<file path="config.mk">
export PLATFORM = sky130hd
export DESIGN_NAME = pswfp_top
export DESIGN_NICKNAME = d
export VERILOG_FILES = /design/src/pswfp_pkg.sv /design/src/pswfp_channel.sv /design/src/pswfp_top.sv
export SDC_FILE = /design/constraint.sdc
export NUM_CORES = 1
export LEC_CHECK = 0
export BUFFER_PORTS_ARGS = -buffer_cell sky130_fd_sc_hd__buf_2
export CAP_MARGIN = 10
export CORE_MARGIN = 2
export CORE_UTILIZATION = 54
export DETAILED_ROUTE_END_ITERATION = 7
export PLACE_DENSITY_LB_ADDON = 0.1
export SYNTH_ARGS = -nofsm -noshare
export SYNTH_HDL_FRONTEND = slang
export SYNTH_HIERARCHICAL = 1
export SYNTH_SLANG_ARGS = --single-unit
</file>
<file path="constraint.sdc">
create_clock -name clock -period 5.2 [get_ports clock]
set_input_delay 0.52 -clock clock [delete_from_list [all_inputs] [get_ports clock]]
set_output_delay 0.52 -clock clock [all_outputs]
set_load 0.01 [all_outputs]
</file>
<file path="src/pswfp_pkg.sv">
// Package for the power switch fault protection sequencer.
// Assumes a single 40 MHz clock and a synchronous active-high reset.
package pswfp_pkg;

    // Clock rate.
    localparam int unsigned CLOCK_HZ           = 40_000_000;

    // Undervoltage filter time in microseconds, and its count (exact at this clock, no rounding).
    localparam int unsigned UV_FILTER_US       = 20;
    localparam int unsigned UV_FILTER_CYCLES   = (UV_FILTER_US * (CLOCK_HZ / 1_000_000));

    // Undervoltage alarm hold time in microseconds (plain default) and its count.
    localparam int unsigned UV_HOLD_US         = 2000;
    localparam int unsigned UV_HOLD_CYCLES     = UV_HOLD_US * (CLOCK_HZ / 1_000_000);

    // Overcurrent trip delay in nanoseconds (plain default) and its count.
    localparam int unsigned OC_DELAY_NS        = 5000;
    localparam int unsigned OC_DELAY_CYCLES    = (OC_DELAY_NS * (CLOCK_HZ / 1_000_000) + 999) / 1000;

    // Overcurrent alarm hold time in milliseconds and its count.
    localparam int unsigned OC_HOLD_MS         = 2;
    localparam int unsigned OC_HOLD_CYCLES     = OC_HOLD_MS * (CLOCK_HZ / 1000);

    // Counter width shared by all timers.
    localparam int unsigned TIMER_W            = 24;

    // Reset values.
    localparam logic        ALARM_N_RESET      = 1'b1;
    localparam logic        GATE_RESET         = 1'b0;

    // Protection channel states.
    typedef enum logic [3:0] {
        PSWFP_IDLE    = 4'h1,
        PSWFP_FILTER  = 4'h2,
        PSWFP_HOLD    = 4'h4,
        PSWFP_LATCHED = 4'h8
    } pswfp_state_e;

endpackage : pswfp_pkg

</file>
<file path="src/pswfp_channel.sv">
// One protection channel: debounce timer, alarm hold timer and release gating.
// Assumes its fault and drive inputs are already synchronous to clock.
`timescale 1ns/10ps
module pswfp_channel
#(
    parameter int unsigned FILTER_CYCLES = 1,
    parameter int unsigned HOLD_CYCLES   = 1,
    parameter bit          CANCEL_ON_OFF = 1'b0
)
(
    // Clock and reset.
    input  wire logic clock,
    input  wire logic rst,
    // Conditions.
    input  wire logic fault_raw,
    input  wire logic fault_clear,
    input  wire logic drive_on,
    input  wire logic enable,
    // Results.
    output logic      protect,
    output logic      alarm,
    output logic      trip_pulse
);
    import pswfp_pkg::*;

    pswfp_state_e       state_q;
    logic [TIMER_W-1:0] timer_q;
    logic               alarm_q;
    logic               trip_q;

    localparam logic [TIMER_W-1:0] FILTER_LAST = TIMER_W'(FILTER_CYCLES - 1);
    localparam logic [TIMER_W-1:0] HOLD_LAST   = TIMER_W'(HOLD_CYCLES - 1);

    ////////////////////////////////////////////////////////////////////////////
    // Sequencer: filter, hold for the alarm time, then wait for release.
    always_ff @(posedge clock)
    begin
        trip_q <= 1'b0;
        if (rst || !enable)
        begin
            state_q <= PSWFP_IDLE;
            timer_q <= '0;
            alarm_q <= 1'b0;
        end
        else
        begin
            unique case (state_q)
                PSWFP_IDLE:
                begin
                    timer_q <= '0;
                    if (fault_raw && !(CANCEL_ON_OFF && !drive_on))
                    begin
                        state_q <= PSWFP_FILTER;
                    end
                end
                PSWFP_FILTER:
                begin
                    // Short episodes drop back without any effect.
                    if (!fault_raw || (CANCEL_ON_OFF && !drive_on))
                    begin
                        state_q <= PSWFP_IDLE;
                        timer_q <= '0;
                    end
                    else if (timer_q >= FILTER_LAST)
                    begin
                        state_q <= PSWFP_HOLD;
                        timer_q <= '0;
                        alarm_q <= 1'b1;
                        trip_q  <= 1'b1;
                    end
                    else
                    begin
                        timer_q <= timer_q + 1'b1;
                    end
                end
                PSWFP_HOLD:
                begin
                    // Hold runs to the end regardless of the cause clearing.
                    if (timer_q >= HOLD_LAST)
                    begin
                        alarm_q <= 1'b0;
                        state_q <= PSWFP_LATCHED;
                    end
                    else
                    begin
                        timer_q <= timer_q + 1'b1;
                    end
                end
                PSWFP_LATCHED:
                begin
                    // Release needs the cause gone and the drive input off.
                    if (fault_clear && !drive_on)
                    begin
                        state_q <= PSWFP_IDLE;
                    end
                end
            endcase
        end
    end

    assign protect    = (state_q == PSWFP_HOLD) || (state_q == PSWFP_LATCHED);
    assign alarm      = alarm_q;
    assign trip_pulse = trip_q;

endmodule : pswfp_channel

</file>
<file path="src/pswfp_top.sv">
// Fault protection sequencer for one power switch driver channel.
// Assumes comparator outputs and the drive pin arrive asynchronously to clock.
//
// Notes on behaviour
// - Undervoltage shorter than 20 us is ignored.
// - Alarm 20 us after sustained undervoltage.
// - Undervoltage with drive on: alarm, soft off.
// - Undervoltage protection lasts the whole hold.
// - Drive on at hold end: alarm ends, protected.
// - Resume needs drive off and supply recovered.
// - One alarm pulse per protection episode.
// - Startup above 5 V below threshold alarms.
// - Protect until supply above hysteresis, drive off.
// - Shutdown below threshold alarms after 20 us.
// - Below 5 V logic stops, alarm goes high.
// - Overcurrent beyond delay: alarm and soft off.
// - Overcurrent holds protection about 2 ms.
// - Drive on at hold end keeps protection.
// - Drive off before delay: no trip, normal off.
`timescale 1ns/10ps
module pswfp_top
(
    // Clock and reset.
    input  wire logic clock,
    input  wire logic rst,
    // Drive command from the controller, low commands on.
    input  wire logic drive_in_n,
    // Analog comparator results.
    input  wire logic supply_above_5v,
    input  wire logic supply_below_threshold,
    input  wire logic supply_above_hysteresis,
    input  wire logic current_above_trip_level,
    // Gate drive and alarm.
    output logic      gate_on,
    output logic      soft_turn_off,
    output logic      fault_alarm_output_n
);
    import pswfp_pkg::*;

    ////////////////////////////////////////////////////////////////////////////
    // Three-stage synchronisers; a change counts once stages two and three agree.
    logic [2:0] s_drv_q;
    logic [2:0] s_5v_q;
    logic [2:0] s_uv_q;
    logic [2:0] s_hy_q;
    logic [2:0] s_oc_q;
    logic       drv_on_q;
    logic       ok5_q;
    logic       uv_q;
    logic       hy_q;
    logic       oc_q;

    always_ff @(posedge clock)
    begin
        if (rst)
        begin
            s_drv_q <= 3'h7;
            s_5v_q  <= 3'h0;
            s_uv_q  <= 3'h0;
            s_hy_q  <= 3'h0;
            s_oc_q  <= 3'h0;
        end
        else
        begin
            s_drv_q <= {s_drv_q[1:0], drive_in_n};
            s_5v_q  <= {s_5v_q[1:0], supply_above_5v};
            s_uv_q  <= {s_uv_q[1:0], supply_below_threshold};
            s_hy_q  <= {s_hy_q[1:0], supply_above_hysteresis};
            s_oc_q  <= {s_oc_q[1:0], current_above_trip_level};
        end
    end

    always_ff @(posedge clock)
    begin
        if (rst)
        begin
            drv_on_q <= 1'b0;
            ok5_q    <= 1'b0;
            uv_q     <= 1'b0;
            hy_q     <= 1'b0;
            oc_q     <= 1'b0;
        end
        else
        begin
            if (s_drv_q[1] == s_drv_q[2])
            begin
                drv_on_q <= !s_drv_q[2];
            end
            if (s_5v_q[1] == s_5v_q[2])
            begin
                ok5_q <= s_5v_q[2];
            end
            if (s_uv_q[1] == s_uv_q[2])
            begin
                uv_q <= s_uv_q[2];
            end
            if (s_hy_q[1] == s_hy_q[2])
            begin
                hy_q <= s_hy_q[2];
            end
            if (s_oc_q[1] == s_oc_q[2])
            begin
                oc_q <= s_oc_q[2];
            end
        end
    end

    ////////////////////////////////////////////////////////////////////////////
    // Independent channels for undervoltage and overcurrent.
    logic uv_protect;
    logic uv_alarm;
    logic uv_trip;
    logic oc_protect;
    logic oc_alarm;
    logic oc_trip;

    // The undervoltage channel runs only above 5 V, covering startup and shutdown.
    pswfp_channel
    #(
        .FILTER_CYCLES (UV_FILTER_CYCLES),
        .HOLD_CYCLES   (UV_HOLD_CYCLES),
        .CANCEL_ON_OFF (1'b0)
    )
    u_uv
    (
        .clock       (clock),
        .rst         (rst),
        .fault_raw   (uv_q),
        .fault_clear (hy_q),
        .drive_on    (drv_on_q),
        .enable      (ok5_q),
        .protect     (uv_protect),
        .alarm       (uv_alarm),
        .trip_pulse  (uv_trip)
    );

    // Overcurrent is only meaningful while the switch conducts.
    pswfp_channel
    #(
        .FILTER_CYCLES (OC_DELAY_CYCLES),
        .HOLD_CYCLES   (OC_HOLD_CYCLES),
        .CANCEL_ON_OFF (1'b1)
    )
    u_oc
    (
        .clock       (clock),
        .rst         (rst),
        .fault_raw   (oc_q && gate_on),
        .fault_clear (1'b1),
        .drive_on    (drv_on_q),
        .enable      (ok5_q),
        .protect     (oc_protect),
        .alarm       (oc_alarm),
        .trip_pulse  (oc_trip)
    );

    ////////////////////////////////////////////////////////////////////////////
    // Gate and alarm outputs, all registered.
    logic protect_any;

    assign protect_any = uv_protect || oc_protect || !ok5_q;

    always_ff @(posedge clock)
    begin
        if (rst)
        begin
            gate_on       <= GATE_RESET;
            soft_turn_off <= 1'b0;
        end
        else
        begin
            gate_on <= drv_on_q && !protect_any;
            // Soft mode is chosen on a trip with the switch on; a plain off stays normal.
            if ((uv_trip || oc_trip) && gate_on)
            begin
                soft_turn_off <= 1'b1;
            end
            else if (!protect_any)
            begin
                soft_turn_off <= 1'b0;
            end
        end
    end

    // Alarm is low for each hold period and high when logic is unpowered.
    always_ff @(posedge clock)
    begin
        if (rst)
        begin
            fault_alarm_output_n <= ALARM_N_RESET;
        end
        else
        begin
            fault_alarm_output_n <= !((uv_alarm || oc_alarm) && ok5_q);
        end
    end

endmodule : pswfp_top

</file>
### After elaboration in Yosys (flattened, before gate mapping)

Cells that the tools add are included.

* add/subtract/negate cells: 2
* order comparisons: 4
* equal/unequal tests: 28
* mux-type cells: 32
* bitwise gates (word level): 3
* reduce and logical (&&, ||, !) cells: 32

Operator list (count)
* 24-bit two-way mux: 6
* 24-bit case mux with 3 select lines: 2
* 24-bit by 1-bit adder with 24-bit output, second input constant: 2
* 24-bit by 17-bit greater-or-equal comparator with 1-bit output, second input constant: 2
* 4-bit two-way mux: 10
* 4-bit case mux with 4 select lines: 2
* 24-bit by 10-bit greater-or-equal comparator with 1-bit output, second input constant: 1
* 24-bit by 8-bit greater-or-equal comparator with 1-bit output, second input constant: 1
* 4-bit AND reduction: 4
* 2-bit by 1-bit != test with 1-bit output, second input constant: 7
* 2-bit != test, second input constant: 6
* 1-bit two-way mux: 10
* 4-bit by 1-bit == test with 1-bit output, second input constant: 2
* 4-bit by 2-bit == test with 1-bit output, second input constant: 2
* 4-bit by 3-bit == test with 1-bit output, second input constant: 2
* 4-bit == test, second input constant: 2
* 1-bit logical OR: 8
* 1-bit logical AND: 6
* 1-bit logical NOT: 6
* 3-bit nonzero test: 2
* 3-bit OR reduction: 2
* 1-bit == test: 5
* 1-bit case mux with 2 select lines: 2
* 2-bit AND reduction: 2
* other kinds (4): 7

* bits in registers: 83
* output and inout bits: 3
* word-level logic and storage cells: 122

### Logic depth before layout (Yosys ltp)

Gate-level depths: netlist of the first run.

* word-level depth: 6
* gate-level depth with buffers: 9
* gate-level depth less buffers: 7

### Cells and area by module

Netlist of the first run, hierarchy kept.

By module, submodules not included
* pswfp_channel at u_oc: instances 1, cells each 217, area each 1955.6 sq um, seq. area each 600.6 sq um
* pswfp_channel at u_uv: instances 1, cells each 183, area each 1488.9 sq um, seq. area each 600.6 sq um
* pswfp_top: instances 1, cells each 64, area each 701.9 sq um, seq. area each 460.4 sq um

### Worst setup path before layout of the first run

Ideal clock, no wire load.

* path kind: register to register
* from: reg u_uv.timer_q[0]
* to: reg u_uv.timer_q[13]
* setup time: 0.121 ns
* data arrival time: 2.244 ns
* required time: 5.079 ns
* slack: 2.836 ns
* cell stages (with the launch flop): 9
* buffers on the path: 1
* clock period less this slack: 2.364 ns
* cells stage by stage: dfxtp_1 -> ha_1 -> and4_1 -> buf_2 -> a31o_1 -> a2111oi_0 -> o211ai_1 -> nor2_1 -> mux2_2

* longest elaborated chain between the ends: 4

RTL lines
* start: declaration: RTL line pswfp_channel.sv:27 `logic [TIMER_W-1:0] timer_q;`
* start signal: assignment: RTL line pswfp_channel.sv:73 `timer_q <= timer_q + 1'b1;`
* start signal: assignment: RTL line pswfp_channel.sv:86 `timer_q <= timer_q + 1'b1;`
* 24-bit by 1-bit adder with 24-bit output or 24-bit by 10-bit greater-or-equal comparator with 1-bit output (tied branches): RTL line pswfp_channel.sv:73, pswfp_channel.sv:86, pswfp_channel.sv:64
* 24-bit two-way mux: RTL line pswfp_channel.sv:64 `else if (timer_q >= FILTER_LAST)`
* 24-bit two-way mux: RTL line pswfp_channel.sv:59 `if (!fault_raw || (CANCEL_ON_OFF && !drive_on))`
* 24-bit case mux with 3 select lines: RTL line pswfp_channel.sv:47 `unique case (state_q)`

Several ways; a longest one is shown, not always the timed one. The select of a mux whose other input is x is not followed.
A chain may end at the register's enable or synchronous reset.

### Worst setup path after layout of the first run

Ends and elaborated chain as after synthesis.

==> results of run 1 <==
[metrics by stage]
step,cells,power [mW],worst slack [ns]
floorplan,464,0.6625,2.836
global placement,553,0.6652,2.659
detailed placement,553,0.6657,2.634
CTS,569,1.144,2.618
global route,569,1.169,2.314
finish,569,1.127,2.582
[registers in the layout (all words and copies together) (netlist names), 3 cells and up]
| register | cells |
|---|---|
| u_uv/timer_q | 24 |
| s_5v_q | 3 |
| s_hy_q | 3 |
| s_drv_q | 3 |
| u_oc/timer_q | 24 |
| s_uv_q | 3 |
| u_uv/state_q | 4 |
| u_oc/state_q | 4 |
| s_oc_q | 3 |
[layout make-up]
type	instances	area (sq um)	share of cell area (%)
multi-input combinational	346	2293	52.16
inverter	14	52.55	1.195
sequential	83	1662	37.79
tap	99	123.9	2.817
clock inverter	7	81.33	1.850
timing repair buffer	11	60.06	1.366
clock buffer	9	123.9	2.817
[worst max path at each step]
stage	startpoint	slack (ns)	cells past startpoint	end
2_1_floorplan	u_uv/timer_q[0]	2.84	8	u_uv/timer_q[13]
4_1_cts	u_uv/timer_q[0]	2.62	7	u_uv/timer_q[13]
5_1_grt	u_uv/timer_q[0]	2.31	7	u_uv/timer_q[13]
6_report	u_uv/timer_q[0]	2.58	7	u_uv/timer_q[13]
3_3_place_gp	u_uv/timer_q[0]	2.66	7	u_uv/timer_q[13]
3_5_place_dp	u_uv/timer_q[0]	2.63	7	u_uv/timer_q[13]
[metal layers]
metal	vias up	wire length [microns]	track usage, %
met2	73	3864	34.74
li1	1699	-	-
met4	0	140	7.071
met5	-	0	0
met1	1527	3867	25.85
met3	13	323	5.998
[logic make-up (layout without fill, tap and decap cells)]
logic type               Yosys count  in the layout  share of synthesized area, %
AND/OR/NAND/NOR                  205            205                         27.88
other                              1              1                       0.09044
flip-flops                        83             83                         40.07
adder cells (fa/ha/maj)            2              2                        0.6034
multiplexers                      11             11                         2.746
AO/OA/AOI/OAI                    111            111                         20.61
XOR/XNOR                          16             16                         3.380
buffers and inverters             35             41                         4.616
[power by group]
group          leakage [nW]  switching [mW]  internal (mW)
sequential            0.671         0.00158          0.640
combinational         0.599         0.00474        0.00457
clock                0.0944           0.249          0.228
total                  1.36           0.255          0.873
[worst reg2reg max path: cells and delay by family, from the launching register on]
family,cells,cell delay (ns)
AOI/OAI and AO/OA,3,1.14
and+or+nand+nor,2,0.44
DFF,1,0.35
muxes,1,0.35
adders and majority gates,1,0.24
[layout by cell type, fill, tap and decap left out, types with 3 or more instances in the layout]
master	netlist	routed
buf_2	7	9
a211oi_1	4	4
a21oi_1	25	25
and4_1	4	4
inv_1	14	14
nor2_1	44	44
o211ai_1	6	6
nor2b_1	18	18
nand4_1	11	11
nor4_1	5	5
clkbuf_8	0	9
nand3b_1	8	8
o21ai_0	13	13
o21a_1	7	7
a31oi_1	4	4
nor3_1	12	12
xnor2_1	14	14
nand2_1	29	29
or2_1	3	3
nor4b_1	3	3
a21o_1	6	6
o2111ai_1	8	8
mux2i_1	8	8
dfxtp_1	83	83
and3_1	6	6
and2_1	3	3
nand2b_1	6	6
nand3_1	32	32
mux2_2	3	3
a21oi_2	11	11
clkinvlp_4	0	3
==> results.py, run 1 <==
metrics = {
    "clock_network": {
        "cts.sinks": 83,
        "clock_path_buffers": 2,
        "clockRootBuffer": "clkbuf_8",
        "clock_latency_ns": 0.36,
        "htreeDepth": 3,
        "path_clk_slew_ns": 0.10,
        "numCtsBuffers": 9,
        "cts_resized": 0,
        "postCtsSetupRepairBufs": 0,
        "cts_tree": "yes",
        "cts_hold_buf": 0,
    },
    "detailed_routing": {
        "vias": 3312,
        "wl_per_cell_microns": 14.40,
        "finalWirelength_microns": 8196,
        "final_antenna_net_count": 0,
        "drtPass1Iterations": 4,
        "via_per_inst": 5.821,
        "drt_first_iter_violations": 145,
        "drc_errors": 0,
    },
    "sta": {
        "final.setup_skew_ns": 0.01139,
        "fin_crit_sh_pct": 50.34,
        "hold_viol_final": 0,
        "fmax_mhz": 382.0,
        "slew_violations": 0,
        "setup_violations": 0,
        "rsz0062_at_grt": "no",
        "tns_ns": 0,
        "whs_ns": 0.3613,
        "worstMarginPinSlew_ns": 1.123,
        "period_needed_ns": 2.618,
        "slew_headroom_pct": 24.63,
    },
    "floorplanning": {
        "core_sq_um": 7331,
        "die_x_microns": 91.63,
        "fp.dieArea_sq_um": 8395,
        "ios": 10,
        "start_util_pct": 56.56,
        "die_y_microns": 91.63,
        "num_rows": 31,
    },
    "synth": {
        "synth_area_sq_um": 4146,
        "seq_area_frac_synth_pct": 40.07,
        "netlist_instances": 464,
        "yosys.area.top_type": "dfxtp_1",
        "netlist_top_cells_count": "dfxtp_1 (83), nor2_1 (44), nand3_1 (32), nand2_1 (29), a21oi_1 (25)",
        "ys_ff_latch": 83,
        "ys_types": 77,
        "ys_warn_count": 6,
        "synth.most_common_cell": "dfxtp_1",
        "synth_area_per_cell_sq_um": 8.936,
        "yosys.area.top_type_share_pct": 40.07,
        "async_reset_ff_share_pct": 0,
        "syn-num-nets": 473,
        "synthFlopType": "dfxtp_1",
        "synthTopCellsByArea": "dfxtp_1 (40%), nor2_1 (4.0%), nand3_1 (3.9%), a21oi_1 (3.0%), xnor2_1 (3.0%)",
        "synth_edf_count": 0,
    },
    "min_path": {
        "min_path_type": "in -> reg",
        "min_to": "s_drv_q[0]",
        "hp-start": "drive_in_n",
        "hold_depth": 2,
    },
    "setup_path": {
        "crit_required_ns": 5.45,
        "cp_data_arrival_time_ns": 2.87,
        "worstRegToRegCells": 7,
        "rrSetupSlack_ns": 2.58,
        "worstPathCellList": "ha_1, and4_1, a31o_1, a2111oi_0, o211ai_1, nor2_1, mux2_2",
        "cp-start-kind": "flip-flop",
        "cp-end-kind": "flip-flop",
        "crit_path_max_incr_delay_ns": 0.64,
        "cpMaxStageDelayCell": "a2111oi_0",
        "r2r_end": "u_uv/timer_q[13]",
        "crit_buf_inv": 0,
        "path_delay_family": "compound AO/OA/AOI/OAI gates",
        "crit_type": "reg -> reg",
        "path_max_fanout": 7,
        "regToRegStartpoint": "u_uv/timer_q[0]",
    },
    "pwr": {
        "leakagePower_nw": 1.364,
        "powerDensity_nw_per_um2": 256.4,
        "vdd.ir_drop.worst_uv": 219.6,
    },
    "place": {
        "routabilityCongestion": 0.8920,
        "io_buffers": 9,
        "dp_hpwl_microns": 5689,
        "place_area_sq_um": 4192,
    },
    "final_layout": {
        "area_delta_synth_final_pct": 6.035,
        "fin_area_sq_um": 4397,
        "diodes": 0,
        "fin_util_pct": 59.98,
        "fillCellCount": 658,
        "final_net_count": 474,
        "drive_gt1_share_pct": 13.83,
    },
    "global_routing": {
        "grt_use_total_pct": 20.86,
        "grt_max_degree": 27,
        "grt_remaining_overflow": 0,
        "antenna_found_initial": 0,
        "grt_pass1_wl_microns": 14350,
        "grt_pass1_vias": 3138,
    },
    "run": {
        "cap_violations": 0,
    },
    "outcome": {
        "status": "finished, final reports clean",
    },
}
No activity file was read; power rests on OpenSTA's default activity.
==> inputs of run 2 (changes only) <==
==> constraint.sdc (replaced) <==
create_clock -name clock -period 2.2 [get_ports clock]
set_input_delay 0.22 -clock clock [delete_from_list [all_inputs] [get_ports clock]]
set_output_delay 0.22 -clock clock [all_outputs]
set_load 0.01 [all_outputs]
==> results.py, run 2 (synthesis gave the netlist of run 1 again) <==
metrics = {
    "final_layout": {
        "fin_util_pct": 67.04,
        "fillCellCount": 586,
        "layout_commonest_cell": "dfxtp_1",
        "final_net_count": 525,
        "final_cell_mix": "dfxtp_1 (80), buf_4 (52), nor2_1 (44)",
        "diodes": 0,
        "drive_gt1_share_pct": 24.38,
        "reg.largest.list": "u_oc/timer_q x24, u_uv/timer_q x24",
        "register_area_sq_um": 1665,
        "instances_no_fill": 620,
        "multi_input_area_sq_um": 2375,
        "area_delta_synth_final_pct": 18.53,
    },
    "min_path": {
        "min_to": "s_drv_q[0]",
        "min_path_type": "in -> reg",
        "hold_depth": 2,
        "hp-start": "drive_in_n",
    },
    "detailed_routing": {
        "final_antenna_net_count": 0,
        "route.met2.wl_microns": 4616,
        "drc_errors": 0,
        "finalWirelength_microns": 9247,
        "top_layer": "met4",
        "vias": 3570,
        "m1WireLength_microns": 4210,
        "via_per_inst": 5.758,
        "drtPass1Iterations": 5,
        "wl_met3_microns": 243,
        "drt_first_iter_violations": 129,
        "wl_per_cell_microns": 14.91,
    },
    "pwr": {
        "vdd.ir_drop.worst_uv": 467.7,
        "powerDensity_nw_per_um2": 597.6,
        "leakagePower_nw": 1.653,
        "fin_total_pwr_mw": 2.937,
    },
    "global_routing": {
        "grt_remaining_overflow": 0,
        "antenna_found_initial": 0,
        "grt_max_degree": 21,
        "grt_pass1_wl_microns": 15370,
        "grt_pass1_vias": 3437,
        "grt_use_total_pct": 22.60,
    },
    "setup_path": {
        "cpMaxStageDelayCell": "a2111oi_4",
        "worstRegToRegCells": 8,
        "crit_path_max_incr_delay_ns": 0.37,
        "r2r_end": "u_uv/timer_q[13]",
        "cp-start-kind": "flip-flop",
        "rrSetupSlack_ns": 0.03,
        "path_max_fanout": 4,
        "cp_data_arrival_time_ns": 2.43,
        "cp-end-kind": "flip-flop",
        "crit_type": "reg -> reg",
        "worstPathCellList": "ha_4, and4_4, a31o_1, buf_6, a2111oi_4, o211ai_1, nor2_1, mux2_4",
        "crit_buf_inv": 1,
        "crit_required_ns": 2.46,
        "path_delay_family": "compound AO/OA/AOI/OAI gates",
        "regToRegStartpoint": "u_uv/timer_q[0]",
    },
    "sta": {
        "tns_ns": 0,
        "fmax_mhz": 460.8,
        "hold_viol_final": 0,
        "slew_violations": 0,
        "rsz0062_at_grt": "yes",
        "period_needed_ns": 2.170,
        "setup_violations": 0,
        "final.setup_skew_ns": 0.01163,
        "fin_crit_sh_pct": 98.64,
    },
    "clock_network": {
        "numCtsBuffers": 9,
        "cts_tree": "yes",
        "clockRootBuffer": "clkbuf_8",
        "cts_hold_buf": 0,
        "htreeDepth": 3,
        "path_clk_slew_ns": 0.09,
        "cts.sinks": 83,
        "clock_latency_ns": 0.37,
        "clock_path_buffers": 2,
    },
    "place": {
        "io_buffers": 9,
        "dp.cells": 598,
        "dp_hpwl_microns": 6436,
        "routabilityCongestion": 0.8289,
    },
    "floorplanning": {
        "fp.dieArea_sq_um": 8395,
        "ios": 10,
        "num_rows": 31,
        "die_y_microns": 91.63,
        "start_util_pct": 56.56,
        "die_x_microns": 91.63,
        "core_sq_um": 7331,
    },
    "run": {
        "cap_violations": 0,
    },
    "outcome": {
        "status": "finished, final reports clean",
    },
}
==> run 2: cell count changes in the layout (fill, tap and decap cells not counted), moves of 3 or more <==
cell,previous run,this run
buf_4,2,52
clkinvlp_4,3,0
dfxtp_1,83,80
dfxtp_2,0,3
==> run 2: power breakdown <==
part / switching, mW / total [mW] / internal [mW]
logic: 0.0109 / 0.0228 / 0.0120
registers: 0.00425 / 1.52 / 1.51
clock network: 0.623 / 1.40 / 0.774
total: 0.638 / 2.94 / 2.30
==> run 2: worst register-to-register path: cells and delay by family (launching register included) <==
kind,cells,cell delay (ns)
buf+inv,1,0.13
fa+ha+maj,1,0.15
flops,1,0.34
mux,1,0.31
compound gates,3,0.76
simple gates,2,0.38
==> run 2: metal layers <==
layer  track usage [%]  vias to the layer above
met3             3.287                       15
met4             9.722                        0
li1                  -                     1796
met5                 0                        -
met1             27.19                     1708
met2             40.01                       51
==> run 2: layout make-up <==
cell class / instances / area share [%]
flip-flops and latches: 83 / 33.89
multi-input cells: 346 / 48.32
well taps: 99 / 2.520
inverters: 14 / 1.069
clock inverters: 7 / 2.597
repair buffers: 62 / 9.089
clock buffers: 9 / 2.520
==> run 2: repair_timing <==
action,in CTS,in global routing
buffers inserted,2,4
gates resized for setup,0,16
hold endpoints to repair,0,0
endpoints found under the setup margin,3,27
pin swaps,1,5
==> run 2: how the worst max path moves through the flow <==
stage | start | end | cells after the start
4_1_cts | u_uv/timer_q[0] | u_uv/timer_q[13] | 8
5_1_grt | u_uv/timer_q[0] | u_uv/timer_q[13] | 8
3_5_place_dp | u_uv/timer_q[0] | u_uv/timer_q[14] | 7
2_1_floorplan | u_uv/timer_q[0] | u_uv/timer_q[9] | 8
3_3_place_gp | u_uv/timer_q[0] | u_uv/timer_q[12] | 8
6_report | u_uv/timer_q[0] | u_uv/timer_q[13] | 8
==> run 2: through the flow <==
stage	hold slack (ns)	setup WS (ns)	area, sq um
6_report	0.04406	0.02995	4915
2_1_floorplan	0.3171	-0.01664	4161
4_1_cts	0.03589	0.01632	4805
5_1_grt	0.03493	-0.04479	4915
3_5_place_dp	0.3956	-0.03104	4538
3_3_place_gp	0.3891	0.03671	4538
